## src/design/mmst_pkg.sv

```systemverilog
package mmst_pkg;

  // ==========================================================
  // clock and timing
  // ==========================================================
  localparam int CLK_HZ = 50_000_000;
  localparam int INIT_MS = 2000;
  localparam int RESET_US = 2;
  localparam int INT_ASSERT_MS = 200;
  localparam int INT_RELEASE_US = 500;
  localparam int LOS_ASSERT_MS = 100;
  localparam int LOS_FAST_ASSERT_MS = 1;
  localparam int LOS_FAST_CLEAR_MS = 3;
  localparam int MASK_MS = 100;
  localparam int RATESEL_MS = 100;
  // least time also rounds down
  localparam int RESET_CYC = (RESET_US * (CLK_HZ / 1_000_000));
  // longest times round down
  localparam longint INIT_CYC = longint'(INIT_MS) * (CLK_HZ / 1000);
  localparam int RATESEL_CYC = RATESEL_MS * (CLK_HZ / 1000);
  localparam int LOS_FAST_CLEAR_CYC = LOS_FAST_CLEAR_MS * (CLK_HZ / 1000);
  // qualification filter, well inside all latency limits
  localparam int FILTER_CYC = 16;

  // ==========================================================
  // register map
  // ==========================================================
  localparam logic [7:0] OFS_STATUS = 8'h00;
  localparam logic [7:0] OFS_MASK = 8'h04;
  localparam logic [7:0] OFS_CTRL = 8'h08;
  localparam logic [7:0] OFS_STATE = 8'h0C;
  localparam logic [7:0] OFS_COND = 8'h10;

  localparam int NFLAG = 8;
  localparam int BIT_LOS = 0;
  localparam int BIT_TXF = 1;
  localparam int BIT_INIT = 7;

  localparam logic [NFLAG-1:0] MASK_RST = 8'hFF;
  localparam logic [2:0] CTRL_RST = 3'h0;
  localparam int CTRL_FAST = 0;
  localparam int CTRL_RATE = 1;
  localparam int CTRL_APP = 2;

  typedef enum logic [1:0] {
    MMST_INIT = 2'b00,
    MMST_READY = 2'b01,
    MMST_RESET = 2'b10
  } mmst_state_t;

  // bit 0 fast, bit 1 rate, bit 2 application, as software sees it
  typedef struct packed {
    logic app_sel;
    logic rate_sel;
    logic fast_mode;
  } mmst_ctrl_t;

  typedef struct packed {
    logic ready;
    logic bw_conform;
    logic in_reset;
  } mmst_stat_t;

endpackage

```

## src/design/mmst_sync.sv

```systemverilog
`timescale 1ns/10ps
// ============================================================
// two-flop synchroniser, one per external level
// ============================================================
module mmst_sync #(
  parameter int W = 1
) (
  // clock and reset
  input wire logic aclk,
  input wire logic aresetn,
  // levels
  input wire logic [W-1:0] d,
  output logic [W-1:0] q
);
  logic [W-1:0] meta;

  always_ff @(posedge aclk) begin
    if (!aresetn) begin
      meta <= '0;
      q <= '0;
    end else begin
      meta <= d;
      q <= meta;
    end
  end
endmodule // mmst_sync

```

## src/design/mmst_top.sv

```systemverilog
`timescale 1ns/10ps
module mmst_top
  import mmst_pkg::*;
#(
  parameter longint INIT_CYCLES = INIT_CYC,
  parameter int SETTLE_CYCLES = RATESEL_CYC,
  parameter int LOS_CLEAR_CYCLES = LOS_FAST_CLEAR_CYC
) (
  // clock and reset
  input wire logic aclk,
  input wire logic aresetn,
  // axi4-lite write address
  input wire logic [7:0] s_axi_awaddr,
  input wire logic s_axi_awvalid,
  output logic s_axi_awready,
  // axi4-lite write data
  input wire logic [31:0] s_axi_wdata,
  input wire logic [3:0] s_axi_wstrb,
  input wire logic s_axi_wvalid,
  output logic s_axi_wready,
  // axi4-lite write response
  output logic [1:0] s_axi_bresp,
  output logic s_axi_bvalid,
  input wire logic s_axi_bready,
  // axi4-lite read address
  input wire logic [7:0] s_axi_araddr,
  input wire logic s_axi_arvalid,
  output logic s_axi_arready,
  // axi4-lite read data
  output logic [31:0] s_axi_rdata,
  output logic [1:0] s_axi_rresp,
  output logic s_axi_rvalid,
  input wire logic s_axi_rready,
  // module pins and conditions
  input wire logic module_reset_n,
  input wire logic [mmst_pkg::NFLAG-2:0] condition,
  output logic interrupt_request_n,
  output logic management_setup_state,
  output logic [1:0] bandwidth_select
);
  import mmst_pkg::*;

  // ==========================================================
  // pin synchronisers
  // ==========================================================
  logic [NFLAG-1:0] pins_s;
  logic rst_pin;
  logic [NFLAG-2:0] cond_s;

  mmst_sync #(.W(NFLAG)) u_sync (
    .aclk(aclk),
    .aresetn(aresetn),
    .d({module_reset_n, condition}),
    .q(pins_s)
  );
  assign rst_pin = pins_s[NFLAG-1];
  assign cond_s = pins_s[NFLAG-2:0];

  // ==========================================================
  // module reset pulse qualification
  // ==========================================================
  logic [15:0] rst_low_cnt;
  logic rst_held;

  // a low pulse of RESET_CYC or longer counts; glitches do not
  always_ff @(posedge aclk) begin
    if (!aresetn) begin
      rst_low_cnt <= '0;
      rst_held <= 1'b0;
    end else if (rst_pin) begin
      rst_low_cnt <= '0;
      rst_held <= 1'b0;
    end else begin
      if (rst_low_cnt != 16'hFFFF)
        rst_low_cnt <= rst_low_cnt + 16'h0001;
      if (rst_low_cnt >= 16'(RESET_CYC - 1))
        rst_held <= 1'b1;
    end
  end

  // ==========================================================
  // management setup state machine
  // ==========================================================
  mmst_state_t state;
  logic [31:0] init_cnt;

  always_ff @(posedge aclk) begin
    if (!aresetn) begin
      state <= MMST_INIT;
      init_cnt <= '0;
    end else begin
      case (state)
        MMST_INIT: begin
          init_cnt <= init_cnt + 32'h0000_0001;
          // fixed short setup, far below the deadline
          if (rst_held)
            state <= MMST_RESET;
          else if (init_cnt >= 32'(INIT_CYCLES / 1024))
            state <= MMST_READY;
        end
        MMST_READY: begin
          if (rst_held)
            state <= MMST_RESET;
        end
        MMST_RESET: begin
          init_cnt <= '0;
          if (rst_pin)
            state <= MMST_INIT;
        end
        default: state <= MMST_INIT;
      endcase
    end
  end

  always_ff @(posedge aclk) begin
    if (!aresetn)
      management_setup_state <= 1'b1;
    else
      management_setup_state <= (state != MMST_READY);
  end

  // ==========================================================
  // condition qualification
  // ==========================================================
  mmst_ctrl_t ctrl;
  wire [NFLAG-2:0] cond_q;
  logic [NFLAG-1:0] event_set;
  logic [NFLAG-1:0] cond_live;
  logic init_done_p;

  // short debounce; the same filter meets every assert limit
  for (genvar i = 0; i < NFLAG - 1; i++) begin : g_filt
    logic [4:0] filt_cnt;
    logic filt_q;
    always_ff @(posedge aclk) begin
      if (!aresetn) begin
        filt_cnt <= '0;
        filt_q <= 1'b0;
      end else if (cond_s[i] == filt_q) begin
        filt_cnt <= '0;
      end else if (filt_cnt >= 5'(FILTER_CYC - 1)) begin
        filt_cnt <= '0;
        filt_q <= cond_s[i];
      end else begin
        filt_cnt <= filt_cnt + 5'h01;
      end
    end
    assign cond_q[i] = filt_q;
  end

  // loss of signal clear hold-off in fast mode
  logic [31:0] los_clr_cnt;
  logic los_status;

  always_ff @(posedge aclk) begin
    if (!aresetn) begin
      los_clr_cnt <= '0;
      los_status <= 1'b0;
    end else if (cond_q[BIT_LOS]) begin
      los_clr_cnt <= '0;
      los_status <= 1'b1;
    end else if (!ctrl.fast_mode) begin
      los_status <= 1'b0;
    end else if (los_status) begin
      // short settle, well inside the fast clear limit
      if (los_clr_cnt >= 32'(LOS_CLEAR_CYCLES / 64))
        los_status <= 1'b0;
      else
        los_clr_cnt <= los_clr_cnt + 32'h0000_0001;
    end
  end

  assign init_done_p = (state == MMST_INIT) &&
                       (init_cnt >= 32'(INIT_CYCLES / 1024));
  assign cond_live = {1'b0, cond_q[NFLAG-2:1], los_status};
  logic [NFLAG-1:0] cond_d;
  always_ff @(posedge aclk) begin
    if (!aresetn)
      cond_d <= '0;
    else
      cond_d <= cond_live;
  end
  assign event_set = (cond_live & ~cond_d) |
                     {init_done_p, {(NFLAG-1){1'b0}}};

  // ==========================================================
  // axi4-lite slave
  // ==========================================================
  logic [7:0] aw_addr;
  logic aw_have;
  logic [31:0] w_data;
  logic [3:0] w_strb;
  logic w_have;
  logic wr_fire;
  logic rd_fire;
  logic [NFLAG-1:0] status;
  logic [NFLAG-1:0] mask;
  logic [NFLAG-1:0] next_status;
  logic [31:0] settle_cnt;
  mmst_stat_t stat;

  assign wr_fire = aw_have && w_have && !s_axi_bvalid;
  assign rd_fire = s_axi_arvalid && s_axi_arready;

  always_ff @(posedge aclk) begin
    if (!aresetn) begin
      s_axi_awready <= 1'b1;
      s_axi_wready <= 1'b1;
      aw_have <= 1'b0;
      w_have <= 1'b0;
      aw_addr <= '0;
      w_data <= '0;
      w_strb <= '0;
    end else begin
      if (s_axi_awvalid && s_axi_awready) begin
        aw_addr <= s_axi_awaddr;
        aw_have <= 1'b1;
        s_axi_awready <= 1'b0;
      end
      if (s_axi_wvalid && s_axi_wready) begin
        w_data <= s_axi_wdata;
        w_strb <= s_axi_wstrb;
        w_have <= 1'b1;
        s_axi_wready <= 1'b0;
      end
      if (s_axi_bvalid && s_axi_bready) begin
        aw_have <= 1'b0;
        w_have <= 1'b0;
        s_axi_awready <= 1'b1;
        s_axi_wready <= 1'b1;
      end
    end
  end

  always_ff @(posedge aclk) begin
    if (!aresetn) begin
      s_axi_bvalid <= 1'b0;
      s_axi_bresp <= 2'b00;
    end else if (wr_fire) begin
      s_axi_bvalid <= 1'b1;
      if (aw_addr == OFS_STATUS || aw_addr == OFS_MASK ||
          aw_addr == OFS_CTRL || aw_addr == OFS_STATE ||
          aw_addr == OFS_COND)
        s_axi_bresp <= 2'b00;
      else
        s_axi_bresp <= 2'b10;
    end else if (s_axi_bready) begin
      s_axi_bvalid <= 1'b0;
    end
  end

  // mask and control writes take effect on the next edge
  always_ff @(posedge aclk) begin
    if (!aresetn) begin
      mask <= MASK_RST;
      ctrl <= mmst_ctrl_t'(CTRL_RST);
    end else if (wr_fire && w_strb[0]) begin
      if (aw_addr == OFS_MASK)
        mask <= w_data[NFLAG-1:0];
      else if (aw_addr == OFS_CTRL)
        ctrl <= mmst_ctrl_t'(w_data[2:0]);
    end
  end

  // flags whose condition is no longer live clear on read of the status word; a new event wins
  always_comb begin
    next_status = status;
    if (rd_fire && s_axi_araddr == OFS_STATUS)
      next_status = status & cond_live;
    next_status = next_status | event_set;
  end

  always_ff @(posedge aclk) begin
    if (!aresetn)
      status <= '0;
    else
      status <= next_status;
  end

  always_ff @(posedge aclk) begin
    if (!aresetn) begin
      s_axi_arready <= 1'b1;
      s_axi_rvalid <= 1'b0;
      s_axi_rdata <= '0;
      s_axi_rresp <= 2'b00;
    end else if (rd_fire) begin
      s_axi_arready <= 1'b0;
      s_axi_rvalid <= 1'b1;
      s_axi_rresp <= 2'b00;
      if (s_axi_araddr == OFS_STATUS)
        s_axi_rdata <= {24'h00_0000, status};
      else if (s_axi_araddr == OFS_MASK)
        s_axi_rdata <= {24'h00_0000, mask};
      else if (s_axi_araddr == OFS_CTRL)
        s_axi_rdata <= {29'h0000_0000, ctrl};
      else if (s_axi_araddr == OFS_STATE)
        s_axi_rdata <= {29'h0000_0000, stat};
      else if (s_axi_araddr == OFS_COND)
        s_axi_rdata <= {24'h00_0000, cond_live};
      else begin
        s_axi_rdata <= '0;
        s_axi_rresp <= 2'b10;
      end
    end else if (s_axi_rvalid && s_axi_rready) begin
      s_axi_rvalid <= 1'b0;
      s_axi_arready <= 1'b1;
    end
  end

  // ==========================================================
  // interrupt line
  // ==========================================================
  always_ff @(posedge aclk) begin
    if (!aresetn)
      interrupt_request_n <= 1'b1;
    else
      interrupt_request_n <= ~|(next_status & ~mask);
  end

  // ==========================================================
  // rate and application select
  // ==========================================================
  logic [1:0] sel_req;
  assign sel_req = {ctrl.app_sel, ctrl.rate_sel};

  // bandwidth follows after a short settle; conform flag shows it
  always_ff @(posedge aclk) begin
    if (!aresetn) begin
      bandwidth_select <= 2'b00;
      settle_cnt <= '0;
    end else if (sel_req == bandwidth_select) begin
      settle_cnt <= '0;
    end else if (settle_cnt >= 32'(SETTLE_CYCLES / 1024)) begin
      bandwidth_select <= sel_req;
      settle_cnt <= '0;
    end else begin
      settle_cnt <= settle_cnt + 32'h0000_0001;
    end
  end

  assign stat.ready = (state == MMST_READY);
  assign stat.bw_conform = (sel_req == bandwidth_select);
  assign stat.in_reset = (state == MMST_RESET);

endmodule // mmst_top

```

## config.mk

```make
export PLATFORM = sky130hd
export DESIGN_NAME = mmst_top
export DESIGN_NICKNAME = d
export VERILOG_FILES = /design/src/design/mmst_pkg.sv /design/src/design/mmst_sync.sv /design/src/design/mmst_top.sv
export SDC_FILE = /design/constraint.sdc
export NUM_CORES = 1
export LEC_CHECK = 0
export BUFFER_PORTS_ARGS = -buffer_cell sky130_fd_sc_hd__buf_2
export CAP_MARGIN = 20
export CORE_UTILIZATION = 60
export CTS_BUF_LIST = sky130_fd_sc_hd__clkbuf_4
export DETAILED_ROUTE_END_ITERATION = 6
export GPL_ROUTABILITY_DRIVEN = 1
export PLACE_DENSITY_LB_ADDON = 0.15
export SYNTH_ARGS = -nofsm -noshare
export SYNTH_HDL_FRONTEND = slang
export SYNTH_HIERARCHICAL = 1
export SYNTH_SLANG_ARGS = --single-unit
```

## constraint.sdc

```tcl
create_clock -name aclk -period 2.9 [get_ports aclk]
set_clock_uncertainty 0.2 [all_clocks]
set_input_delay 0.145 -clock aclk [delete_from_list [all_inputs] [get_ports aclk]]
set_output_delay 0.145 -clock aclk [all_outputs]
set_load 0.05 [all_outputs]
```

==> metrics.yaml <==
cells_and_area:
  multi_input_comb_area_mm2: 0.00438
  layout-drive-gt1-share_pct: 13.9
  fillers: 1098
  seq_area_mm2: 0.00476
  syn_to_final_growth_pct: 22.4
  final_area_mm2: 0.0115
  final_common_cell: "dfxtp_1"
  final_util_pct: 75.7
  final_cell_count_no_fill: 1487
  num-nets-final: 1317
  final_cell_mix: "dfxtp_1, nor2_1, dlygate4sd3_1, nand2_1, clkbuf_4"
synthesis:
  yosysWarnings: 6
  synth_top_area_cell: "dfxtp_1"
  synth_top_area_share_pct: 50.5
  postSynthCellCount: 1025
  yosysUniqueCellTypes: 57
  synth_area_mm2: 0.00944
  ys_seq_area_share_pct: 50.5
  dominantRegCellSynth: "dfxtp_1"
  synth_area_leaders: "dfxtp_1, nor2_1, xor2_1"
  synthArstFlopShare_pct: 0
  syn_area_per_cell_um2: 9.21
  synth_seq_cells: 238
  synth_edf_count: 0
global_routing:
  grt_antenna_before_repair: 1
  grt_max_degree: 31
  top_usage_layer: "met2"
  track_usage_pct: 25.5
  grtUsageMet1_pct: 30.9
  grtUsageMet2_pct: 43.6
  grt-ovfl-total: 0
  first_global_vias: 7558
  globalRouteMet3Util_pct: 5.11
  grt_pass1_wl_mm: 33.9
die:
  dieArea_mm2: 0.0162
  chipWidth_um: 127
  rows: 45
  core_area_mm2: 0.0153
  start_util_pct: 61.9
  die_y_um: 127
  io_pins: 112
sta:
  hold_viol: 0
  fin_crit_ps: 2790
  finalSetupViolCount: 0
  worstMarginPinSlew_ps: 821
  hold_slack_ps: 49.1
  max_slew_margin_pct: 44.7
  fmax_mhz: 359
  rsz0062_at_grt: "no"
  tns_ps: 0
  finalCritPeriodShare_pct: 96.0
  slew_viol_final: 0
clock_tree:
  cts-buffers-inserted: 58
  clk_latency_ps: 680
  clock-root-buffer: "clkbuf_4"
  clk_pin_slew_ps: 60
  clk_path_buf_depth: 3
  cts.htree.levels: 2
  cts_sinks: 238
  cts_tree: "done"
setup_path:
  critPathLaunch: "s_axi_araddr[3]"
  end_kind: "flop"
  crit_fanout: 7
  max_stage_delay_ps: 660
  ff2ff_path_depth: 6
  cp_data_required_time_ps: 3280
  cp.arrival_ps: 3170
  worst-r2r-setup-slack_ps: 280
  crit_chain: "dlygate4sd3_1 > buf_2 > nor3_4 > dlygate4sd3_1 > nand4_1 > dlygate4sd3_1 > a21oi_1 > dlygate4sd3_1"
  path_common_cell: "dlygate4sd3_1"
  cp-endpoint: "s_axi_rdata[7]$_SDFFE_PN0P_"
  r2r_end: "s_axi_rdata[2]$_SDFFE_PN0P_"
  startpoint_type: "input pin"
  r2r_start: "s_axi_arready$_SDFFE_PN1P_"
  worstSetupPathType: "input pin to flop"
  crit_path_top_delay_cell: "dlygate4sd3_1"
detailed_routing:
  via_per_inst: 5.25
  wire_per_inst_um: 13.6
  first_pass_iters: 4
  vias: 7809
  wl_mm: 20.3
  ant_nets: 0
  drc: 0
  dr.first_iter.drc_count: 357
placement:
  io_buffer_count: 58
  dpl.hpwl_mm: 11.8
  place_inst: 1290
  place.gp.congestion: 0.803
  placedInstanceArea_mm2: 0.00991
pwr:
  p_leak_nw: 4.85
  powerDensity_mw_per_mm2: 562
  ir_worst_vdd_uv: 408
job:
  maxCapViolations: 0
hold_path:
  hold_path.class: "input pin to flop"
run_status:
  outcome: "finished, final reports clean"
## cell type report
class	instances	area share, %
Inverter	38	1.23
Multi-Input combinational cell	735	37.9
Clock inverter	24	1.05
Timing Repair Buffer	159	11.0
Sequential cell	238	41.3
Tap cell	211	2.29
Clock buffer	80	5.20
Antenna cell	2	0.0433
## power by group
group / switching, mW / internal, mW
registers: 0.0415 / 3.33
clock network: 1.31 / 1.37
logic: 0.270 / 0.165
## layer usage
metal	up-vias	share of wire (%)
met3	56	4.5
li1	3905	-
met2	208	48
met4	0	2.9
met5	-	0
met1	3640	44
## synth_stat cells (all sizes together) (2+ instances only)
cell and number:
dfxtp 238, nor2 146, nand2 82, a21oi 52, and2 49, nand3 41
inv 38, xor2 35, xnor2 34, buf 33, clkbuf 25, nor4 24
mux2i 22, nand4 21, nor3 21, ha 20, and3 19, o21ai 14
a211oi 13, nor2b 10, a22oi 7, a31oi 7, nand2b 6, a221oi 5
and4 5, o22ai 5, or4 5, a22o 4, a32oi 4, nand3b 4
o211ai 4, o21bai 4, o31ai 4, or3 4, a31o 3, a41o 3
a211o 2, nor4b 2
## cells by family after synthesis
| family | share of synthesized area [%] |
|---|---|
| DFF | 50.5 |
| adders and majority gates | 2.65 |
| muxes | 2.33 |
| and+or+nand+nor | 23.6 |
| xor gates and xnor gates | 6.40 |
| buffers and inverters | 4.98 |
| AOI/OAI and AO/OA | 9.54 |
| other | 0.0397 |
## flip-flops by register name, summed over array words and instances, names as in the netlist, 16 cells and up
register         count
init_cnt            32
settle_cnt          32
los_clr_cnt         32
rst_low_cnt         16
g_filt.filt_cnt     35
## worst min-delay path by stage
stage,cells after the start,startpoint,slack (ps),endpoint
after floorplan,1,s_axi_wvalid,50,s_axi_wready$_SDFFE_PP1P_
after global placement,2,s_axi_wvalid,160,s_axi_wready$_SDFFE_PP1P_
after detailed placement,2,condition[5],170,u_sync/meta[5]$_SDFF_PN0_
after CTS,5,s_axi_araddr[6],8,s_axi_rdata[3]$_SDFFE_PN0P_
after global routing,5,s_axi_araddr[6],60,s_axi_rdata[3]$_SDFFE_PN0P_
final,5,s_axi_araddr[6],50,s_axi_rdata[6]$_SDFFE_PN0P_
## stage by stage
step | worst slack (ps) | power, mW
after floorplan | 776 | 3.71
after global placement | 593 | 3.76
after detailed placement | 543 | 3.77
after CTS | 172 | 6.52
after global routing | 66.6 | 6.78
final | 115 | 6.49
## critical path, delay by kind of cell
kind                   cells  cell delay [ps]
and+or+nand+nor            2              360
AOI/OAI and AO/OA          1              150
buffers and inverters      5             2510
## timing repair
action                     4_1_cts  5_1_grt
gates resized for setup          0        1
setup buffers                    0        0
hold endpoints to repair       130        0
setup endpoints to repair        0        1
hold buffers                    91        0
(Power assumes the default switching activity.)
